File: src/rtl/tdd_map.svh
// constants for the transmit command descriptor decoder
`ifndef TDD_MAP_SVH
`define TDD_MAP_SVH

// ============================================================
// descriptor layout
`define TDD_OFS_CMD        8'h00
`define TDD_OFS_TAG        8'h04
`define TDD_OFS_ADDR_LOW   8'h08
`define TDD_OFS_ADDR_HIGH  8'h0c
`define TDD_OWN_BIT        31
`define TDD_RING_END_BIT   30
`define TDD_FIRST_BIT      29
`define TDD_LAST_BIT       28
`define TDD_SEG_OFF_BIT    27
`define TDD_IP_CS_BIT      18
`define TDD_UDP_CS_BIT     17
`define TDD_TCP_CS_BIT     16
`define TDD_LEN_MSB        15
`define TDD_TAG_EN_BIT     17
`define TDD_TAG_MSB        15
`define TDD_VID_LOW_LSB    8
`define TDD_VID_HIGH_MSB   3
`define TDD_FLAG_MASK      32'h7000_0000

// ============================================================
// tag insertion
`define TDD_TPID           16'h8100
`define TDD_TAG_POS        16'h000c
`define TDD_TAG_BYTES      3'h4

// ============================================================
// reset values
`define TDD_RST_BYTE       8'h00
`define TDD_RST_LEN        16'h0000

`endif

File: src/rtl/tdd_pkg.sv
// types for the transmit command descriptor decoder
package tdd_pkg;

    // ============================================================
    // descriptor as fetched: four words, word 0 lowest
    typedef struct packed {
        logic [31:0] addr_high;
        logic [31:0] addr_low;
        logic [31:0] tag_word;
        logic [31:0] cmd_word;
    } tdd_desc_t;

    // ============================================================
    // per-frame checksum offload requests
    typedef struct packed {
        logic ip_checksum_request;
        logic udp_checksum_request;
        logic tcp_checksum_request;
    } tdd_offload_t;

    // ============================================================
    // sequencer states, gray along idle-fetch-xfer-writeback
    typedef enum logic [1:0] {
        TDD_IDLE  = 2'b00,
        TDD_FETCH = 2'b01,
        TDD_XFER  = 2'b11,
        TDD_WBACK = 2'b10
    } tdd_state_t;

endpackage

File: src/rtl/tdd_top.sv
// transmit command descriptor decoder: ring walk, buffer fetch, tag insertion, write-back
`timescale 1ns/10ps
`include "tdd_map.svh"

module tdd_top #(
    parameter int IDX_W = 8
) (
    input  wire logic                 CLK_I,
    input  wire logic                 RST_N_I,
    input  wire logic                 POLL_I,
    output logic                      FETCH_REQ_O,
    output logic [IDX_W-1:0]          FETCH_IDX_O,
    input  wire logic                 FETCH_VALID_I,
    input  wire tdd_pkg::tdd_desc_t   FETCH_DESC_I,
    output logic                      BUF_REQ_O,
    output logic [63:0]               BUF_ADDR_O,
    output logic [15:0]               BUF_LEN_O,
    input  wire logic                 BUF_VALID_I,
    input  wire logic [7:0]           BUF_DATA_I,
    output logic                      BUF_READY_O,
    output logic                      TX_VALID_O,
    output logic [7:0]                TX_DATA_O,
    output logic                      TX_SOF_O,
    output logic                      TX_EOF_O,
    input  wire logic                 TX_READY_I,
    output tdd_pkg::tdd_offload_t     OFFLOAD_O,
    output logic                      WB_REQ_O,
    output logic [IDX_W-1:0]          WB_IDX_O,
    output logic [31:0]               WB_WORD0_O,
    input  wire logic                 WB_ACK_I
);
    import tdd_pkg::*;

    // ============================================================
    // declarations
    tdd_state_t       state;
    tdd_state_t       next_state;
    logic [IDX_W-1:0] ring_idx;
    logic [31:0]      cmd_word;
    logic [15:0]      tag_info;
    logic             tag_on;
    logic [15:0]      seg_left;
    logic [15:0]      frame_pos;
    logic [2:0]       ins_cnt;
    logic             slot_free;
    logic             ins_now;
    logic             take_buf;
    logic             load_tx;
    logic             seg_done;
    logic [7:0]       ins_byte;
    logic [7:0]       next_byte;
    logic             own_ok;

    assign own_ok    = FETCH_DESC_I.cmd_word[`TDD_OWN_BIT];
    assign slot_free = !TX_VALID_O || TX_READY_I;
    // tag goes in before the first byte that follows the source address
    assign ins_now   = (state == TDD_XFER) && tag_on && (frame_pos == `TDD_TAG_POS) &&
                       (ins_cnt != `TDD_TAG_BYTES) && (seg_left != `TDD_RST_LEN);
    assign take_buf  = BUF_READY_O && BUF_VALID_I;
    assign load_tx   = (ins_now && slot_free && !take_buf) || take_buf;
    assign seg_done  = (seg_left == `TDD_RST_LEN) && !BUF_READY_O && slot_free;

    // ============================================================
    // inserted bytes: protocol id high byte first, then tag low byte first
    always_comb begin
        case (ins_cnt)
            3'h0:    ins_byte = 8'(`TDD_TPID >> 8);
            3'h1:    ins_byte = 8'(`TDD_TPID);
            3'h2:    ins_byte = tag_info[7:0];
            default: ins_byte = tag_info[`TDD_TAG_MSB:`TDD_VID_LOW_LSB];
        endcase
    end

    always_comb begin
        next_byte = take_buf ? BUF_DATA_I : ins_byte;
    end

    // ============================================================
    // sequencer
    always_comb begin
        next_state = state;
        case (state)
            TDD_IDLE: begin
                if (POLL_I) begin
                    next_state = TDD_FETCH;
                end
            end
            TDD_FETCH: begin
                if (FETCH_VALID_I) begin
                    next_state = own_ok ? TDD_XFER : TDD_IDLE;
                end
            end
            TDD_XFER: begin
                if (seg_done && !BUF_REQ_O) begin
                    next_state = TDD_WBACK;
                end
            end
            TDD_WBACK: begin
                if (WB_ACK_I) begin
                    next_state = TDD_FETCH;
                end
            end
            default: begin
                next_state = TDD_IDLE;
            end
        endcase
    end

    always_ff @(posedge CLK_I) begin
        if (!RST_N_I) begin
            state <= TDD_IDLE;
        end else begin
            state <= next_state;
        end
    end

    // ============================================================
    // ring pointer
    always_ff @(posedge CLK_I) begin
        if (!RST_N_I) begin
            ring_idx <= '0;
        end else if (state == TDD_WBACK && WB_ACK_I) begin
            if (cmd_word[`TDD_RING_END_BIT]) begin
                ring_idx <= '0;
            end else begin
                ring_idx <= ring_idx + 1'b1;
            end
        end
    end

    always_ff @(posedge CLK_I) begin
        if (!RST_N_I) begin
            FETCH_REQ_O <= 1'b0;
            FETCH_IDX_O <= '0;
        end else begin
            FETCH_REQ_O <= (next_state == TDD_FETCH);
            FETCH_IDX_O <= (state == TDD_WBACK && WB_ACK_I && cmd_word[`TDD_RING_END_BIT]) ? '0 :
                           (state == TDD_WBACK && WB_ACK_I) ? ring_idx + 1'b1 : ring_idx;
        end
    end

    // ============================================================
    // descriptor capture; reserved bits and bit 27 are never looked at
    always_ff @(posedge CLK_I) begin
        if (!RST_N_I) begin
            cmd_word   <= '0;
            BUF_REQ_O  <= 1'b0;
            BUF_ADDR_O <= '0;
            BUF_LEN_O  <= `TDD_RST_LEN;
        end else if (state == TDD_FETCH && FETCH_VALID_I && own_ok) begin
            cmd_word   <= FETCH_DESC_I.cmd_word;
            BUF_REQ_O  <= 1'b1;
            BUF_ADDR_O <= {FETCH_DESC_I.addr_high, FETCH_DESC_I.addr_low};
            BUF_LEN_O  <= FETCH_DESC_I.cmd_word[`TDD_LEN_MSB:0];
        end else begin
            BUF_REQ_O  <= 1'b0;
        end
    end

    // frame-wide settings come only from the first segment
    always_ff @(posedge CLK_I) begin
        if (!RST_N_I) begin
            tag_on    <= 1'b0;
            tag_info  <= '0;
            OFFLOAD_O <= '0;
        end else if (state == TDD_FETCH && FETCH_VALID_I && own_ok &&
                     FETCH_DESC_I.cmd_word[`TDD_FIRST_BIT]) begin
            tag_on    <= FETCH_DESC_I.tag_word[`TDD_TAG_EN_BIT];
            tag_info  <= FETCH_DESC_I.tag_word[`TDD_TAG_MSB:0];
            OFFLOAD_O.ip_checksum_request  <= FETCH_DESC_I.cmd_word[`TDD_IP_CS_BIT];
            OFFLOAD_O.udp_checksum_request <= FETCH_DESC_I.cmd_word[`TDD_UDP_CS_BIT];
            OFFLOAD_O.tcp_checksum_request <= FETCH_DESC_I.cmd_word[`TDD_TCP_CS_BIT];
        end
    end

    // ============================================================
    // byte counters
    always_ff @(posedge CLK_I) begin
        if (!RST_N_I) begin
            seg_left <= `TDD_RST_LEN;
        end else if (state == TDD_FETCH && FETCH_VALID_I && own_ok) begin
            seg_left <= FETCH_DESC_I.cmd_word[`TDD_LEN_MSB:0];
        end else if (take_buf) begin
            seg_left <= seg_left - 1'b1;
        end
    end

    always_ff @(posedge CLK_I) begin
        if (!RST_N_I) begin
            frame_pos <= `TDD_RST_LEN;
            ins_cnt   <= '0;
        end else if (state == TDD_FETCH && FETCH_VALID_I && own_ok &&
                     FETCH_DESC_I.cmd_word[`TDD_FIRST_BIT]) begin
            frame_pos <= `TDD_RST_LEN;
            ins_cnt   <= '0;
        end else if (load_tx && !take_buf) begin
            ins_cnt   <= ins_cnt + 1'b1;
        end else if (take_buf) begin
            frame_pos <= frame_pos + 1'b1;
        end
    end

    // buffer is pulled one byte at a time into an empty output slot
    always_ff @(posedge CLK_I) begin
        if (!RST_N_I) begin
            BUF_READY_O <= 1'b0;
        end else begin
            BUF_READY_O <= (state == TDD_XFER) && !BUF_REQ_O && !load_tx && slot_free &&
                           !ins_now && !BUF_READY_O && (seg_left != `TDD_RST_LEN);
        end
    end

    // ============================================================
    // transmit byte stream
    always_ff @(posedge CLK_I) begin
        if (!RST_N_I) begin
            TX_VALID_O <= 1'b0;
            TX_DATA_O  <= `TDD_RST_BYTE;
            TX_SOF_O   <= 1'b0;
            TX_EOF_O   <= 1'b0;
        end else if (load_tx) begin
            TX_VALID_O <= 1'b1;
            TX_DATA_O  <= next_byte;
            TX_SOF_O   <= take_buf && cmd_word[`TDD_FIRST_BIT] && (frame_pos == `TDD_RST_LEN);
            TX_EOF_O   <= take_buf && cmd_word[`TDD_LAST_BIT] && (seg_left == 16'h0001);
        end else if (TX_READY_I) begin
            TX_VALID_O <= 1'b0;
            TX_SOF_O   <= 1'b0;
            TX_EOF_O   <= 1'b0;
        end
    end

    // ============================================================
    // status write-back: ownership back to the host, ring end, first and last flags kept
    always_ff @(posedge CLK_I) begin
        if (!RST_N_I) begin
            WB_REQ_O   <= 1'b0;
            WB_IDX_O   <= '0;
            WB_WORD0_O <= '0;
        end else if (next_state == TDD_WBACK) begin
            WB_REQ_O   <= 1'b1;
            WB_IDX_O   <= ring_idx;
            WB_WORD0_O <= cmd_word & `TDD_FLAG_MASK;
        end else begin
            WB_REQ_O   <= 1'b0;
        end
    end

endmodule // tdd_top

File: config.mk
export PLATFORM = sky130hd
export DESIGN_NAME = tdd_top
export DESIGN_NICKNAME = d
export VERILOG_FILES = /design/src/rtl/tdd_pkg.sv /design/src/rtl/tdd_top.sv
export VERILOG_INCLUDE_DIRS = /design/src /design/src/rtl
export SDC_FILE = /design/constraint.sdc
export NUM_CORES = 1
export LEC_CHECK = 0
export BUFFER_PORTS_ARGS = -buffer_cell sky130_fd_sc_hd__buf_2
export CORE_ASPECT_RATIO = 1.4
export CORE_MARGIN = 2
export CORE_UTILIZATION = 44
export CTS_CLUSTER_SIZE = 10
export DETAILED_ROUTE_END_ITERATION = 16
export GPL_TIMING_DRIVEN = 0
export HOLD_SLACK_MARGIN = 0.02
export PLACE_DENSITY = 0.76
export SETUP_SLACK_MARGIN = 0.3
export SLEW_MARGIN = 20
export SYNTH_ARGS = -nofsm -noshare
export SYNTH_HDL_FRONTEND = slang
export SYNTH_SLANG_ARGS = --single-unit
File: constraint.sdc
create_clock -name CLK_I -period 1.9 [get_ports CLK_I]
set_input_delay 0.19 -clock CLK_I [delete_from_list [all_inputs] [get_ports CLK_I]]
set_output_delay 0.19 -clock CLK_I [all_outputs]
set_load 0.02 [all_outputs]
==> summary.md, run 1 <==
| Metric | Value |
|---|---|
| Power density over cell area | 731 nW/um^2 |
| Post-synthesis sequential area ratio | 0.481 |
| FILL cells | 1317 |
| Complex-gate fraction of the synthesized area | 0.153 |
| P_leak | 4.89 nW |
| I/O Pins | 289 |
| Final setup viols | 12 |
| Clock transition at path regs | 70 ps |
| Starting density of the core | 0.451 |
| Switch share | 0.253 |
| Critical Path RT | 2260 ps |
| Largest family of logic cells by synthesized area | simple AND/OR/NAND/NOR gates |
| Insertion delay to the later sink of the worst-skew pair | 430 ps |
| Initial antenna violation count | 3 |
| Setup crit end kind | register |
| Max Fclk | 512 MHz |
| CTS buffer count | 17 |
| Flop pwr share | 0.475 |
| Violated checks | setup timing |
| Minimum clock period | 1950 ps |
| Total track usage | 0.261 |
| Hold WC Path Type | in2reg |
| Placed cells | 1395 |
| Synth unique cells | 58 |
| CTS Sinks | 182 |
| Layout net count | 1481 |
| GP Congestion | 0.868 |
| Iteration-0 DRC Markers | 358 |
| Final Skew | 9.77 ps |
| Average cell area after synthesis | 8.15 um^2 |
| CTS tree | done |
| Layout cell share with drive strength beyond 1 | 0.355 |
| Pint | 6.21 mW |
| Top FF cell, synth | dfxtp_1 |
| Simple logic cell fraction of the synthesized area | 0.225 |
| Setup slack after layout | -51.3 ps |
| Adder-Cell Fraction of Synth Area | 0.0165 |
| Die area | 18300 um^2 |
| Tcrit/Tclk final | 1.03 |
| Port Buffers | 234 |
| Pre-Repair DR Iteration Count | 5 |
| Vias | 7913 |
| Die height | 159 um |
| Clock share of power | 0.407 |
| Pin count of the biggest net entering global routing | 17 |
| Post-DP HPWL | 16.2 mm |
| Commonest non-fill, non-tap cell in the layout | nand2_1 |
| Commonest non-fill, non-tap cells in the layout | nand2_1, buf_2, dfxtp_1 |
| Mean number of vias per cell | 5.12 |
| Finished Layout Cells | 1547 |
| Layout area overhead | 49.9% |
| Row cnt | 56 |
| Synthesized area | 7580 um^2 |
| Total count of hold-check failures in the final report | 0 |
| DRT antenna net count | 0 |
| Crit-path max FO | 3 |
| Clock Tree Buf Depth | 2 |
| Worst vdd ir | 498 uV |
| Logic pwr share | 0.118 |
| Kind of critical path | reg2reg |
| Root Driver | clkbuf_16 |
| First-pass GRT wire length | 38.1 mm |
| NetSw | 2.10 mW |
| Max-cap viol count | 0 |
| Synth warn | 0 |
| Synth Register Bits | 182 |
| Worst slew pin tran | 700 ps |
| Vias in the first global route | 7938 |
| RSZ-0062 raised after global routing | yes |
| Max-slew violations | 0 |
| # H-tree levels | 4 |
| Grt ovf | 0 |
| Asr flop ratio synth | 0 |
| DRC errors left | 0 |
| Multiplexer share of the synthesized area | 0.00281 |
| Finished Cell Area | 11400 um^2 |
| CORE AREA | 16800 um^2 |
| Area after DPL | 9210 um^2 |
| Crit path DAT | 2310 ps |
| Xor/xnor share of the synthesized area | 0.0404 |
| WL per Instance | 15.8 um |
| Synthesized instance count | 930 |
| WL final | 24.5 mm |
| Status | finished with violations |
| Max transition margin | 0.533 |
| EDFF count, synth | 0 |
| Worst setup SP type | register |
| Die W | 115 um |
## metrics by stage
step | worst slack (ps) | utilization | total power [mW] | TNS (ps) | hold WS [ps]
2_1_floorplan | 137 | - | 4.47 | 0 | 326
3_3_place_gp | -396 | 0.548 | 4.75 | -26190 | 430
3_5_place_dp | -411 | 0.548 | 4.76 | -30480 | 436
4_1_cts | -74.3 | 0.658 | 8.31 | -247 | 21.5
5_1_grt | -138 | 0.675 | 8.59 | -1260 | 27.0
6_report | -51.3 | 0.675 | 8.30 | -282 | 32.9
## repair_timing
item,4_1_cts,5_1_grt
endpoints found under the hold margin,85,0
gates resized for setup,86,85
pin swaps,23,23
hold buffers,83,0
endpoints found under the setup margin,176,166
cloned,3,0
buffers inserted,22,9
## path summary, 6_finish.rpt
check                 endpoint  slack (ps)  cells after the start       startpoint
setup / recovery    ins_cnt[2]         -50                      8     frame_pos[0]
hold / removal    BUF_LEN_O[5]          30                      3  FETCH_DESC_I[5]
setup reg to reg    ins_cnt[2]         -50                      8     frame_pos[0]
hold reg to reg    WB_IDX_O[1]         440                      2      WB_IDX_O[1]
## power by group through the flow
stage / Combinational (mW) / Clock, mW / Sequential, mW
floorplan: 0.402 / 0 / 4.07
global placement: 0.729 / 0 / 4.02
detailed placement: 0.735 / 0 / 4.03
CTS: 0.936 / 3.44 / 3.94
global route: 1.05 / 3.59 / 3.95
finish: 0.979 / 3.38 / 3.94
## kinds of logic after synthesis
family          Yosys count
compound gates          195
xor+xnor                 35
fa+ha+maj                10
buf+inv                 116
flops                   182
mux                       2
other cells               1
simple gates            389
## critical path, cell delays in order (launching register included)
cell	delay, ps
dfxtp_4	350
inv_4	50
ha_4	110
nor4b_4	220
nand4_4	150
buf_6	160
a2111o_1	390
or3_1	320
a21oi_1	120
## cell usage after synthesis (7+ instances only)
cell type | n | share of area
nand2_1 | 260 | 0.13
dfxtp_1 | 182 | 0.48
a21oi_1 | 135 | 0.089
clkbuf_1 | 51 | 0.025
buf_4 | 46 | 0.046
nor2_1 | 45 | 0.022
xnor2_1 | 23 | 0.027
nand3_1 | 20 | 0.013
o21ai_0 | 20 | 0.013
nor3_1 | 15 | 0.0099
inv_1 | 13 | 0.0064
nand4_1 | 12 | 0.0099
xor2_1 | 12 | 0.014
ha_1 | 10 | 0.017
a21o_1 | 7 | 0.0069
o211ai_1 | 7 | 0.0069
## cell type report
class                           count  area [um^2]  share of cell area
Multi-Input combinational cell    660         3810               0.336
Buffer                            102          681              0.0599
Sequential cell                   182         3670               0.323
Timing Repair Buffer              351         2310               0.204
Inverter                           14         57.6             0.00507
Antenna cell                        4         10.0            0.000881
Tap cell                          203          254              0.0224
Clock buffer                       19          453              0.0399
Clock inverter                     12          104             0.00914
## state kept, by name, indices dropped and copies added, names as in the netlist, 4 cells and up
signal	cells
BUF_ADDR_O	64
BUF_LEN_O	15
FETCH_IDX_O	8
TX_DATA_O	8
WB_IDX_O	8
cmd_word	4
frame_pos	16
ring_idx	8
seg_left	16
tag_info	16
## per-layer routing
| metal | GRT usage | vias up | wire (um) |
|---|---|---|---|
| met2 | 0.472 | 291 | 12900 |
| met3 | 0.0716 | 84 | 1430 |
| met5 | 0 | - | 0 |
| li1 | - | 3847 | - |
| met4 | 0.144 | 0 | 1200 |
| met1 | 0.264 | 3691 | 8940 |
(Power assumes the default switching activity.)
==> run 2, diff against run 1 <==
CORE_MARGIN = 3   (was 2)
==> summary.md, run 2 (same netlist as run 1, synthesis figures left out) <==
| Metric | Value |
|---|---|
| # H-tree levels | 4 (unchanged) |
| Max-slew violations | 0 (unchanged) |
| Pre-Repair DR Iteration Count | 5 (unchanged) |
| Pin count of the biggest net entering global routing | 17 (unchanged) |
| WL per Instance | 16.2 um (was 15.8 um) |
| Worst vdd ir | 577 uV (was 498 uV) |
| Mean number of vias per cell | 5.17 (was 5.12) |
| Total track usage | 0.258 (was 0.261) |
| Starting density of the core | 0.451 (unchanged) |
| Row cnt | 56 (unchanged) |
| Final Skew | 7.26 ps (was 9.77 ps) |
| Initial antenna violation count | 3 (unchanged) |
| Layout area overhead | 54.8% (was 49.9%) |
| Insertion delay to the later sink of the worst-skew pair | 430 ps (about the same) |
| Status | finished with violations (unchanged) |
| CTS buffer count | 17 (unchanged) |
| WL final | 25.5 mm (was 24.5 mm) |
| Crit path DAT | 2370 ps (was 2310 ps) |
| First-pass GRT wire length | 38.7 mm (was 38.1 mm) |
| Minimum clock period | 2010 ps (was 1950 ps) |
| CORE AREA | 16800 um^2 (unchanged) |
| Max-cap viol count | 0 (unchanged) |
| Pre-CTS setup slack | -347 ps (was -411 ps) |
| CTS Sinks | 182 (unchanged) |
| DRC errors left | 0 (unchanged) |
| Violated checks | setup timing (unchanged) |
| I/O Pins | 289 (unchanged) |
| Max transition margin | 0.514 (was 0.533) |
| Clock transition at path regs | 70 ps (about the same) |
| Kind of critical path | reg2reg (unchanged) |
| Top reg by flops | BUF_ADDR_O (unchanged) |
| Worst setup SP type | register (unchanged) |
| Final setup viols | 7 (was 12) |
| P_leak | 5.08 nW (was 4.89 nW) |
| Setup slack after layout | -111 ps (was -51.3 ps) |
| Critical Path RT | 2260 ps (about the same) |
| Port Buffers | 234 (unchanged) |
| Layout net count | 1511 (was 1481) |
| Power density over cell area | 744 nW/um^2 (was 731 nW/um^2) |
| Clock Tree Buf Depth | 2 (unchanged) |
| DRT antenna net count | 0 (unchanged) |
| Vias in the first global route | 8050 (was 7938) |
| Die W | 117 um (was 115 um) |
| RSZ-0062 raised after global routing | yes (unchanged) |
| CTS tree | done (unchanged) |
| Total negative slack | -314 ps (was -282 ps) |
| Total count of hold-check failures in the final report | 0 (unchanged) |
| Post-DP HPWL | 16.4 mm (was 16.2 mm) |
| Setup crit end kind | register (unchanged) |
| Commonest non-fill, non-tap cells in the layout | nand2_1, buf_2, dfxtp_1 (unchanged) |
| Die height | 161 um (was 159 um) |
| Iteration-0 DRC Markers | 386 (was 358) |
| Finished Layout Cells | 1575 (was 1547) |
| Vias | 8136 (was 7913) |
| Grt ovf | 0 (unchanged) |
| Crit-path max FO | 5 (was 3) |
| Pwr Total | 8.73 mW (was 8.30 mW) |
| Hold WC Path Type | in2reg (unchanged) |
| GP Congestion | 0.865 (was 0.868) |
| Placed cells | 1395 (unchanged) |
| Max reg flops | 64 (unchanged) |
| Root Driver | clkbuf_16 (unchanged) |
| Worst slew pin tran | 729 ps (was 700 ps) |
| Max Fclk | 497 MHz (was 512 MHz) |
| Die area | 18900 um^2 (was 18300 um^2) |
| Tcrit/Tclk final | 1.06 (was 1.03) |
| Layout cell share with drive strength beyond 1 | 0.368 (was 0.355) |
| Commonest non-fill, non-tap cell in the layout | nand2_1 (unchanged) |
==> run 2: layout make-up <==
type | count | area (um^2)
fill | 1264 | 5080
multi-input combinational | 660 | 3870
sequential | 182 | 3670
timing repair buffer | 381 | 2570
buffer | 102 | 691
clock buffer | 19 | 453
tap | 203 | 254
clock inverter | 13 | 166
inverter | 14 | 55.1
antenna | 1 | 2.50
==> run 2: power by group <==
group	switching, mW	total [mW]	internal, mW
clock network	1.57	3.73	2.15
logic	0.550	1.06	0.511
registers	0.0567	3.94	3.89
==> run 2: worst paths after layout <==
| kind | cells past startpoint | end | startpoint | slack [ps] |
|---|---|---|---|---|
| max reg2reg | 9 | TX_DATA_O[1] | frame_pos[0] | -110 |
| min | 3 | BUF_LEN_O[10] | FETCH_DESC_I[10] | 30 |
| min reg2reg | 2 | WB_IDX_O[1] | WB_IDX_O[1] | 450 |
| max | 9 | TX_DATA_O[1] | frame_pos[0] | -110 |
==> run 2: worst max-delay path, stage by stage (launching register included) <==
cell and delay [ps]:
dfxtp_4 350, inv_4 60, ha_4 120, nor4b_4 230
nand4_4 180, a2111oi_4 360, buf_4 200, buf_6 110
o211ai_1 130, a21oi_2 180
==> run 2: per-stage QoR <==
step,hold WS (ps),utilization,instance area [um^2]
2_1_floorplan,326,-,7780
3_3_place_gp,431,0.548,9210
3_5_place_dp,437,0.548,9210
4_1_cts,22.4,0.674,11300
5_1_grt,24.5,0.698,11700
6_report,27.6,0.698,11700
==> run 2: repair_timing <==
action                     4_1_cts  5_1_grt
pin swaps                       34       38
setup endpoints to repair      172      164
buffers inserted                31       22
hold endpoints to repair        95        0
cloned                           3        0
resized for setup              103       88
hold buffers                    91        0
==> run 2: routing by layer <==
layer  vias to the layer above  track usage  share of wire
met5                         -            0        0.00090
met4                         4        0.135          0.050
met1                      3777        0.271           0.36
met2                       350        0.461           0.53
li1                       3903            -              -
met3                       102       0.0656          0.063
